`config.mk`:
```
export PLATFORM = sky130hd
export DESIGN_NAME = asu_core
export DESIGN_NICKNAME = d
export VERILOG_FILES = /design/src/logic/asu_pkg.sv /design/src/logic/asu_core.sv
export SDC_FILE = /design/constraint.sdc
export NUM_CORES = 1
export LEC_CHECK = 0
export ABC_AREA = 1
export BUFFER_PORTS_ARGS = -buffer_cell sky130_fd_sc_hd__buf_2
export CORE_MARGIN = 5
export CORE_UTILIZATION = 59
export DETAILED_ROUTE_END_ITERATION = 16
export PLACE_DENSITY = 0.82
export SKIP_LAST_GASP = 1
export SYNTH_ARGS = -nofsm -noshare
export SYNTH_HDL_FRONTEND = slang
export SYNTH_SLANG_ARGS = --single-unit
```
`constraint.sdc`:
```
create_clock -name clock_i -period 4.1 [get_ports clock_i]
set_input_delay 0.205 -clock clock_i [delete_from_list [all_inputs] [get_ports clock_i]]
set_output_delay 0.205 -clock clock_i [all_outputs]
set_load 0.01 [all_outputs]
```
`src/logic/asu_pkg.sv`:
```
// asu_pkg: constants, modes and carriers of the add/subtract unit.
// assumes a 24-bit word machine with 12-bit core addresses.
// How it works
// - plain add: L plus Y into L
// - replace: result to L and Y
// - negative results kept in two's complement
// - non-trap overflow: flag untouched, no trap
// - trap overflow: set flag, start trap
// - trap saves instruction address, 0023 bits 0-11
// - trap then resumes fetching at 0013
// - subtract: L plus complement of Y
// - long: Y low half, Y+1 high half
// - low with R, high with L, carry linked
// - long non-replace: Y and Y+1 left untouched
// - long replace: R to Y, L to Y+1
// - long: R sign copies L sign
// - long replace: stored low sign copies high
// - long overflow: carry out of L bit 22
// - long subtract: complement both, same carry linkage
// - operand address may be index-modified
package asu_pkg;

    localparam int WORD_W = 24; // data word width
    localparam int ADDR_W = 12; // core address width
    localparam int SIGN_B = 23; // sign bit position
    localparam int LONG_W = 47; // 24-bit high plus 23-bit low

    // fixed core locations for the overflow trap
    localparam logic [11:0] TRAP_SAVE_ADDR = 12'h013; // 0023 octal
    localparam logic [11:0] TRAP_NEXT_ADDR = 12'h00B; // 0013 octal

    // reset values
    localparam logic [23:0] ACC_RST = 24'h000000;
    localparam logic [11:0] ADDR_RST = 12'h000;

    // operation kinds
    typedef enum logic [1:0] {
        OP_SUM,
        OP_DIFFERENCE,
        OP_LONG_SUM,
        OP_LONG_DIFFERENCE
    } asu_op_t;

    // one instruction handed to the unit
    typedef struct packed {
        asu_op_t op; // kind of arithmetic
        logic writeback; // result also back to memory
        logic trapping; // trap on overflow
        logic [11:0] addr; // operand address field
        logic idx_en; // apply index register
        logic [11:0] idx; // index register value
        logic [11:0] pc; // location of this instruction
    } asu_cmd_t;

    // request toward core memory
    typedef struct packed {
        logic req; // held until ack
        logic we; // write when high
        logic [11:0] addr; // word address
        logic [23:0] wdata; // write data
    } asu_mem_t;

    // sequencer states
    typedef enum logic [2:0] {
        ST_IDLE,
        ST_RD_LO,
        ST_RD_HI,
        ST_EXEC,
        ST_WR_LO,
        ST_WR_HI,
        ST_RD_TRAP,
        ST_WR_TRAP
    } asu_state_t;

    // whole state of the unit
    typedef struct packed {
        asu_state_t st; // sequencer
        asu_cmd_t cmd; // latched instruction
        logic [11:0] ea; // effective address
        logic [23:0] y_lo; // operand or low half
        logic [23:0] y_hi; // high half
        logic [23:0] acc_l; // left accumulator
        logic [23:0] acc_r; // right accumulator
        logic ovf_hit; // overflow of this op
        logic ovf_flag; // sticky overflow indicator
        asu_mem_t mem; // memory request
        logic done; // completion pulse
        logic trap; // trap taken, with done
        logic [11:0] next_pc; // next fetch address
    } asu_st_t;

endpackage

```
`src/logic/asu_core.sv`:
```
// asu_core: add/subtract datapath with memory operand sequencing.
// assumes a core memory that answers each request with one ack
// cycle, read data valid in that cycle; fetch and decode sit outside.
// assumes presets of L and R arrive through acc_wr_i while idle,
// and that the fetch logic makes the jump named by next_pc_o.
`timescale 1ns/1ps
`default_nettype none

module asu_core (
    // clock and reset
    input wire logic clock_i,
    input wire logic rst_i,
    // instruction command
    // start_i is ignored while busy_o is high
    input wire logic start_i,
    input wire asu_pkg::asu_cmd_t cmd_i,
    output logic busy_o,
    // core memory
    // req, we, addr and wdata hold until mem_ack_i
    output var asu_pkg::asu_mem_t mem_o,
    input wire logic [23:0] mem_rdata_i,
    input wire logic mem_ack_i,
    // accumulator preset and view
    // acc_wr_i is honoured only while idle
    input wire logic acc_wr_i,
    input wire logic [23:0] acc_l_i,
    input wire logic [23:0] acc_r_i,
    output logic [23:0] acc_l_o,
    output logic [23:0] acc_r_o,
    // status
    // done_o and trap_o pulse for one cycle
    input wire logic ovf_clr_i,
    output logic arith_ovf_flag_o,
    output logic done_o,
    output logic trap_o,
    output logic [11:0] next_pc_o
);

    // every flop of the unit sits in st_reg: one comb process
    // fills st_next and one clocked process registers it, so no
    // field can pick up a second driver by accident
    // register and its next value
    asu_pkg::asu_st_t st_reg;
    asu_pkg::asu_st_t st_next;

    // decoded view of the latched command
    // two plain wires, kept apart for readable conditions
    logic is_long; // two-word operand
    logic is_diff; // subtract flavour

    // short arithmetic terms
    // all combinational; s_res and s_ovf feed the result select process
    logic [23:0] s_b; // second addend, maybe complemented
    logic [24:0] s_sum; // sum with carry out
    logic [23:0] s_res; // short result
    logic s_ovf; // short overflow

    // long arithmetic terms
    // the R sign bit takes no part in these
    logic [46:0] l_a; // L with R magnitude below it
    logic [46:0] l_b; // Y+1 with Y magnitude below it
    logic [47:0] l_sum; // sum with carry out
    logic [46:0] l_res; // long result
    logic l_ovf; // long overflow

    // result words as they leave the adder
    // picked by is_long below
    logic [23:0] res_l; // new left accumulator
    logic [23:0] res_r; // new right accumulator
    logic op_ovf; // overflow of the current op

    // operand width of the long form must match the words
    // the long adder packs L over R[22:0], so a package edit that
    // breaks this sum is refused at elaboration, not at run time
    if (asu_pkg::LONG_W != 2 * asu_pkg::WORD_W - 1) begin : g_long_width
        $error("long width does not fit two words");
    end

    // decoded from the latched command, never from cmd_i, which
    // may change as soon as the command has been taken
    assign is_long = (st_reg.cmd.op == asu_pkg::OP_LONG_SUM) ||
                     (st_reg.cmd.op == asu_pkg::OP_LONG_DIFFERENCE);
    assign is_diff = (st_reg.cmd.op == asu_pkg::OP_DIFFERENCE) ||
                     (st_reg.cmd.op == asu_pkg::OP_LONG_DIFFERENCE);

    // short adder: complement plus one gives the two's complement
    // the plus one rides in as a carry, so add and subtract share
    // one 24-bit adder; no separate negate stage is needed
    // overflow is judged on signs, which matches a carry into the
    // sign bit that differs from the carry out of it
    always_comb begin
        s_b = is_diff ? ~st_reg.y_lo : st_reg.y_lo;
        s_sum = {1'b0, st_reg.acc_l} + {1'b0, s_b} + {24'h000000, is_diff};
        s_res = s_sum[23:0]; // already two's complement when negative
        // like signs in, other sign out: carry went into the sign
        s_ovf = (st_reg.acc_l[23] == s_b[23]) && (s_res[23] != s_b[23]);
    end

    // long adder: one 47-bit sum, so the R carry lands in L bit 0
    // R bit 23 is only a copy of the L sign, so it is left out and
    // the R magnitude sits right under L in one wide sum
    // limitation: operand words whose signs differ add wrongly;
    // keeping them equal is the program's duty
    always_comb begin
        // R sign bit takes no part; its magnitude sits below L
        l_a = {st_reg.acc_l, st_reg.acc_r[22:0]};
        // Y is the low half, Y+1 the high half
        l_b = {st_reg.y_hi, st_reg.y_lo[22:0]};
        if (is_diff) begin
            l_b = ~l_b; // complement both halves, carry linked
        end
        l_sum = {1'b0, l_a} + {1'b0, l_b} + {47'h000000000000, is_diff};
        l_res = l_sum[46:0];
        // a mismatched sign on the two words gives garbage here
        // carry out of L bit 22 changes the sign wrongly
        l_ovf = (l_a[46] == l_b[46]) && (l_res[46] != l_b[46]);
    end

    // pick the result for the current operation
    // short forms only touch L; long forms rewrite both halves
    // and copy the L sign into R bit 23 on the way out
    always_comb begin
        if (is_long) begin
            res_l = l_res[46:23];
            // R sign made equal to L sign
            res_r = {l_res[46], l_res[22:0]};
            op_ovf = l_ovf;
        end else begin
            res_l = s_res;
            res_r = st_reg.acc_r; // short forms leave R alone
            op_ovf = s_ovf;
        end
    end

    // next-state logic of the whole unit
    // order: read Y, read Y+1 for long forms, execute, write back
    // for replace forms, then read and rewrite the save word when
    // a trapping form overflowed; each memory step holds its
    // request until the ack, so a slow memory only stretches it
    always_comb begin
        logic fin; // instruction ends this cycle
        logic take_trap; // trap sequence is due
        fin = 1'b0;
        take_trap = st_reg.cmd.trapping && st_reg.ovf_hit;
        st_next = st_reg;
        st_next.done = 1'b0; // pulses
        st_next.trap = 1'b0;

        // software clear of the sticky indicator; a set below wins
        if (ovf_clr_i) begin
            st_next.ovf_flag = 1'b0;
        end
        unique case (st_reg.st)
            asu_pkg::ST_IDLE: begin
                // a preset only while no instruction runs
                // a preset and a start on one edge both land, and
                // the command then works on the preset values
                if (acc_wr_i) begin
                    st_next.acc_l = acc_l_i;
                    st_next.acc_r = acc_r_i;
                end
                // start is ignored while busy, so no queue is needed
                if (start_i) begin
                    st_next.cmd = cmd_i;
                    st_next.ovf_hit = 1'b0;
                    // index added before any memory access
                    st_next.ea = cmd_i.idx_en ? cmd_i.addr + cmd_i.idx : cmd_i.addr;
                    st_next.mem.req = 1'b1;
                    st_next.mem.we = 1'b0;
                    st_next.mem.addr = st_next.ea;
                    st_next.st = asu_pkg::ST_RD_LO;
                end
            end

            asu_pkg::ST_RD_LO: begin
                // operand or low half arrives
                // without ack the request stands as it is
                if (mem_ack_i) begin
                    st_next.y_lo = mem_rdata_i;
                    if (is_long) begin
                        // high half from the following word
                        st_next.mem.addr = st_reg.ea + 12'h001;
                        st_next.st = asu_pkg::ST_RD_HI;
                    end else begin
                        st_next.mem.req = 1'b0;
                        st_next.st = asu_pkg::ST_EXEC;
                    end
                end
            end

            asu_pkg::ST_RD_HI: begin
                // high half arrives
                // read data is taken in the ack cycle only
                if (mem_ack_i) begin
                    st_next.y_hi = mem_rdata_i;
                    st_next.mem.req = 1'b0;
                    st_next.st = asu_pkg::ST_EXEC;
                end
            end

            asu_pkg::ST_EXEC: begin
                // accumulators always take the result
                // the flag is set here, before any write or save,
                // and a clear on this same edge loses to the set
                st_next.acc_l = res_l;
                st_next.acc_r = res_r;
                st_next.ovf_hit = op_ovf;
                // only trapping forms touch the indicator
                if (st_reg.cmd.trapping && op_ovf) begin
                    st_next.ovf_flag = 1'b1;
                end
                if (st_reg.cmd.writeback) begin
                    // trapping replace forms write first, then trap
                    // result back to the operand word
                    st_next.mem.req = 1'b1;
                    st_next.mem.we = 1'b1;
                    st_next.mem.addr = st_reg.ea;
                    // stored low sign follows the high sign
                    st_next.mem.wdata = is_long ? res_r : res_l;
                    st_next.st = asu_pkg::ST_WR_LO;
                end else if (st_reg.cmd.trapping && op_ovf) begin
                    // no write back: straight to the trap save
                    // operand words stay untouched without writeback
                    st_next.mem.req = 1'b1;
                    st_next.mem.we = 1'b0;
                    st_next.mem.addr = asu_pkg::TRAP_SAVE_ADDR;
                    st_next.st = asu_pkg::ST_RD_TRAP;
                end else begin
                    // overflow without trap just ends the op
                    fin = 1'b1;
                end
            end

            asu_pkg::ST_WR_LO: begin
                // first write accepted
                // the read data of a write ack is not used
                if (mem_ack_i) begin
                    if (is_long) begin
                        // L result to the high word
                        st_next.mem.addr = st_reg.ea + 12'h001;
                        st_next.mem.wdata = st_reg.acc_l;
                        st_next.st = asu_pkg::ST_WR_HI;
                    end else if (take_trap) begin
                        st_next.mem.we = 1'b0;
                        st_next.mem.addr = asu_pkg::TRAP_SAVE_ADDR;
                        st_next.st = asu_pkg::ST_RD_TRAP;
                    end else begin
                        st_next.mem.req = 1'b0;
                        fin = 1'b1;
                    end
                end
            end

            asu_pkg::ST_WR_HI: begin
                // high word accepted
                if (mem_ack_i) begin
                    if (take_trap) begin
                        st_next.mem.we = 1'b0;
                        st_next.mem.addr = asu_pkg::TRAP_SAVE_ADDR;
                        st_next.st = asu_pkg::ST_RD_TRAP;
                    end else begin
                        st_next.mem.req = 1'b0;
                        fin = 1'b1;
                    end
                end
            end

            asu_pkg::ST_RD_TRAP: begin
                // read first so bits 12-23 of the save word survive
                // the request stays up; only we turns on for the
                // rewrite, whose low bits name this instruction
                if (mem_ack_i) begin
                    st_next.mem.we = 1'b1;
                    st_next.mem.wdata = {mem_rdata_i[23:12], st_reg.cmd.pc};
                    st_next.st = asu_pkg::ST_WR_TRAP;
                end
            end

            asu_pkg::ST_WR_TRAP: begin
                // save word written, trap completes
                // the trap is never reported before the save lands
                if (mem_ack_i) begin
                    st_next.mem.req = 1'b0;
                    st_next.mem.we = 1'b0;
                    fin = 1'b1;
                end
            end
            // all eight codes are states, so no default branch
        endcase

        // common end of every instruction
        if (fin) begin
            st_next.done = 1'b1;
            st_next.trap = take_trap || (st_reg.st == asu_pkg::ST_EXEC &&
                                         st_reg.cmd.trapping && op_ovf);
            // otherwise the fetch just moves on to the next word
            // fetch goes to the fixed location after a trap
            st_next.next_pc = st_next.trap ? asu_pkg::TRAP_NEXT_ADDR :
                                             st_reg.cmd.pc + 12'h001;
            st_next.st = asu_pkg::ST_IDLE;
        end
    end

    // state register, synchronous reset to constants only
    // reset drops the memory request at once; an ack that still
    // arrives afterwards is ignored while the unit is idle
    always_ff @(posedge clock_i) begin
        if (rst_i) begin
            st_reg.st <= asu_pkg::ST_IDLE;
            st_reg.cmd <= '0;
            st_reg.ea <= asu_pkg::ADDR_RST;
            st_reg.y_lo <= asu_pkg::ACC_RST;
            st_reg.y_hi <= asu_pkg::ACC_RST;
            st_reg.acc_l <= asu_pkg::ACC_RST;
            st_reg.acc_r <= asu_pkg::ACC_RST;
            st_reg.ovf_hit <= 1'b0;
            st_reg.ovf_flag <= 1'b0;
            st_reg.mem <= '0;
            st_reg.done <= 1'b0;
            st_reg.trap <= 1'b0;
            st_reg.next_pc <= asu_pkg::ADDR_RST;
        end else begin
            st_reg <= st_next;
        end
    end

    // outputs straight from the state register
    // done and trap are one-cycle pulses; next_pc holds until the next
    // instruction ends, the accumulators until a preset or execute step
    assign busy_o = (st_reg.st != asu_pkg::ST_IDLE);
    assign mem_o = st_reg.mem;
    assign acc_l_o = st_reg.acc_l;
    assign acc_r_o = st_reg.acc_r;
    assign arith_ovf_flag_o = st_reg.ovf_flag;
    assign done_o = st_reg.done;
    assign trap_o = st_reg.trap;
    assign next_pc_o = st_reg.next_pc;

endmodule

`default_nettype wire

```
==> impl_metrics.py <==
metrics = {
    "critical_path": {
        "crit_fanout": 39,
        "rr_endpoint": "mem_o[21]$_SDFFE_PP0P_",
        "cp-end-kind": "register",
        "crit_type": "reg -> reg",
        "crit_buf_inv": 2,
        "cp-start-kind": "register",
        "max_stage_delay_ps": 690,
        "ff2ff_setup_slack_ps": 110,
        "required_ps": 4440,
        "r2r_cells": 15,
        "critPathSlowestCell": "o21ai_0",
        "crit_chain": "buf_12 -> xor2_1 -> ha_1 -> nand2_1 -> nand2_1 -> o21bai_1 -> a21oi_1 -> nand2_1 -> nand2_1 -> nand2_1 -> o21ai_0 -> buf_4 -> nand3_1 -> nand2_1 -> a21oi_1",
        "cp.arrival_ps": 4330,
        "cp_top_family": "compound AO/OA/AOI/OAI gates",
        "crit_top_cell": "nand2_1",
        "r2r_start": "st_reg[201]$_SDFFE_PP0P_",
    },
    "detailed_routing": {
        "met3_length_um": 8100,
        "routed.top_layer": "met4",
        "met1_length_um": 25040,
        "remaining_drc_errors": 0,
        "ant_nets": 0,
        "vias": 18130,
        "post_drt_via_cell_ratio": 6.269,
        "drtPass1Iterations": 7,
        "wl_met2_um": 26850,
        "drt_iter0_markers": 3006,
        "wl_per_cell_um": 22.03,
        "routed_wl_um": 63710,
    },
    "yosys": {
        "async_flop_share_pct": 0,
        "ys_types": 52,
        "syn_avg_cell_area_um2": 6.218,
        "synth_enable_flop_cells": 0,
        "yosys_warnings": 0,
        "synth_largest_area_cell": "dfxtp_1",
        "synth-seq-area-share_pct": 23.79,
        "synth_nets": 2652,
        "postSynthCellCount": 2449,
        "synthTopCellsByArea": "dfxtp_1 (24%), nand2_1 (13%), a21oi_1 (9.1%)",
        "syn_area_um2": 15230,
        "yosysTopAreaCellShare_pct": 23.79,
        "yosys_register_bits": 181,
        "synth_flop_cell": "dfxtp_1",
    },
    "die": {
        "start_util_pct": 60.13,
        "io_pins": 221,
        "num_rows": 58,
        "die_w_um": 170.7,
        "die_y_um": 170.7,
        "core_area_um2": 25330,
        "die-area_um2": 29120,
    },
    "clocking": {
        "clock_sinks": 181,
        "htree_levels": 4,
        "clockRootBuffer": "clkbuf_16",
        "clkSlewWorstSetupHoldPaths_ps": 80,
        "insertion_delay_ps": 460,
        "cts_buffers": 17,
        "cts_tree": "built",
        "cts_buffer_depth": 2,
    },
    "pwr": {
        "ir_worst_vdd_mv": 0.4201,
        "p_per_area_nw_per_um2": 717.7,
        "p_leak_nw": 8.238,
    },
    "run_status": {
        "status": "complete, no violations",
    },
    "sta": {
        "post-route-period-util_pct": 97.33,
        "relSlewSlack_pct": 19.98,
        "worstMarginPinSlew_ps": 1199,
        "hold_viol_final": 0,
        "fmax_ghz": 0.2506,
        "whs_ps": 14.71,
        "fin_skew_ps": 25.52,
        "maxSlewViolCount": 0,
        "period_needed_ps": 3991,
        "finalSetupViolCount": 0,
    },
    "worst_hold_path": {
        "holdPathStages": 3,
        "holdPathEnd": "st_reg[131]$_SDFFE_PP0P_",
        "min_from": "mem_rdata_i[5]",
        "min_path_type": "in -> reg",
    },
    "placed_design": {
        "place_hpwl_um": 50590,
        "globalplace.congestion": 1.139,
        "portBuffers": 220,
        "place_inst": 2856,
    },
    "grt": {
        "grtUsageTotal_pct": 41.92,
        "grt_max_degree": 90,
        "grt_pass1_wl_um": 94360,
        "grt_pass1_vias": 16150,
        "antenna_found_initial": 1,
        "overflow": 0,
    },
    "final_layout": {
        "largest_reg_flops": 80,
        "drive_gt1_share_pct": 14.76,
        "fin_nets": 2751,
        "post-route-util_pct": 65.84,
        "instances_no_fill": 2892,
        "multi_input_area_um2": 9623,
        "area_growth_pct": 9.506,
        "final-seq-area_um2": 3626,
        "fill_cells": 2411,
    },
    "run": {
        "maxCapViolations": 0,
    },
}
==> cells by family after synthesis <==
logic type                 count (synthesis)  synth area share (%)
and+or+nand+nor                         1045                 29.13
adders and majority gates                 84                 7.050
xor gates and xnor gates                  74                 4.256
buffers and inverters                    435                 13.33
AOI/OAI and AO/OA                        630                 22.44
DFF                                      181                 23.79
==> power by group <==
part	internal (mW)	leakage, nW	switching (mW)
logic	2.30	6.46	5.03
clock network	0.884	0.298	0.905
registers	2.25	1.48	0.598
total	5.43	8.24	6.54
==> worst min-delay path, stage by stage <==
cell and delay (ps):
buf_2 100, nor2_1 40, nor2_1 80
==> final cells by class <==
type,count,area share [%]
Clock buffer,17,2.551
Antenna cell,1,0.01501
Multi-Input combinational cell,1833,57.71
Tap cell,330,2.476
Timing Repair Buffer,266,8.794
Sequential cell,181,21.74
Clock inverter,15,1.110
Inverter,249,5.605
==> cells in the final DEF (no fill, tap or decap), types with 5 or more instances in the layout <==
cell type	count
a211oi_1	7
a21boi_0	5
a21o_1	9
a21oi_1	276
a31oi_1	8
buf_2	220
buf_4	42
clkbuf_16	17
dfxtp_1	179
ha_1	81
inv_1	230
inv_2	16
inv_8	6
nand2_1	527
nand2_2	14
nand3_1	145
nand3_2	5
nand3b_1	6
nand4_1	33
nor2_1	252
nor2_2	9
nor2_4	5
nor3_1	19
nor4_1	8
o211ai_1	10
o21ai_0	250
o21bai_1	16
o221ai_1	7
o22ai_1	13
or2_2	14
xnor2_1	13
xor2_1	57
==> metal layers <==
| layer | up-vias | global-route usage [%] |
|---|---|---|
| met5 | - | 0 |
| met4 | 0 | 20.73 |
| met3 | 231 | 8.988 |
| met2 | 1389 | 63.17 |
| met1 | 8261 | 56.91 |
| li1 | 8250 | - |
==> timing repair <==
action                                 4_1_cts  5_1_grt
buffers inserted                             0        0
setup endpoints to repair                    0       20
resized for setup                            0        5
endpoints found under the hold margin        3        0
hold buffers                                 3        0
==> through the flow <==
stage / setup slack [ps] / TNS, ps / instance area, um2 / power, mW
final: 109.4 / 0 / 16680 / 11.97
after global routing: -6.912 / -6.912 / 16680 / 12.59
after CTS: 196.3 / 0 / 16640 / 11.65
after detailed placement: 211.4 / 0 / 16000 / 9.861
after global placement: 220.1 / 0 / 16000 / 9.761
after floorplan: 761.9 / 0 / 15230 / 7.686
==> cells in the mapped netlist (3+ instances only) <==
cell type	number
dfxtp_1	181
nand4_1	33
o21ai_0	250
clkbuf_1	68
nand2_1	528
a21o_1	9
fa_1	3
ha_1	81
inv_1	231
o211ai_1	10
nand2_2	13
a31o_2	4
a31oi_1	8
buf_4	100
nand3_2	5
and2_1	3
clkinv_1	3
buf_2	6
nor2_2	9
xnor2_1	13
inv_2	15
a21oi_1	277
o221ai_1	7
nand3b_1	6
a21boi_0	5
o21a_1	3
a41oi_1	3
a211oi_1	7
o22ai_1	13
nor3_1	20
a21oi_2	3
buf_1	10
xor2_1	61
or2_2	14
o21bai_1	16
nor2_4	4
nand3_1	145
nor4_1	8
a221oi_1	4
nor2_1	253
==> worst max-delay path by stage <==
stage                                   from                    endpoint  slack, ps  cells past startpoint
global route        st_reg[201]$_SDFFE_PP0P_  next_pc_o[10]$_SDFFE_PP0P_         -7                     20
detailed placement  st_reg[201]$_SDFFE_PP0P_  next_pc_o[11]$_SDFFE_PP0P_        210                     18
floorplan           st_reg[201]$_SDFFE_PP0P_      mem_o[25]$_SDFFE_PP0P_        760                     22
finish              st_reg[201]$_SDFFE_PP0P_      mem_o[21]$_SDFFE_PP0P_        110                     15
global placement    st_reg[201]$_SDFFE_PP0P_      mem_o[23]$_SDFFE_PP0P_        220                     15
CTS                 st_reg[201]$_SDFFE_PP0P_  next_pc_o[10]$_SDFFE_PP0P_        200                     18
(Power assumes the default switching activity.)
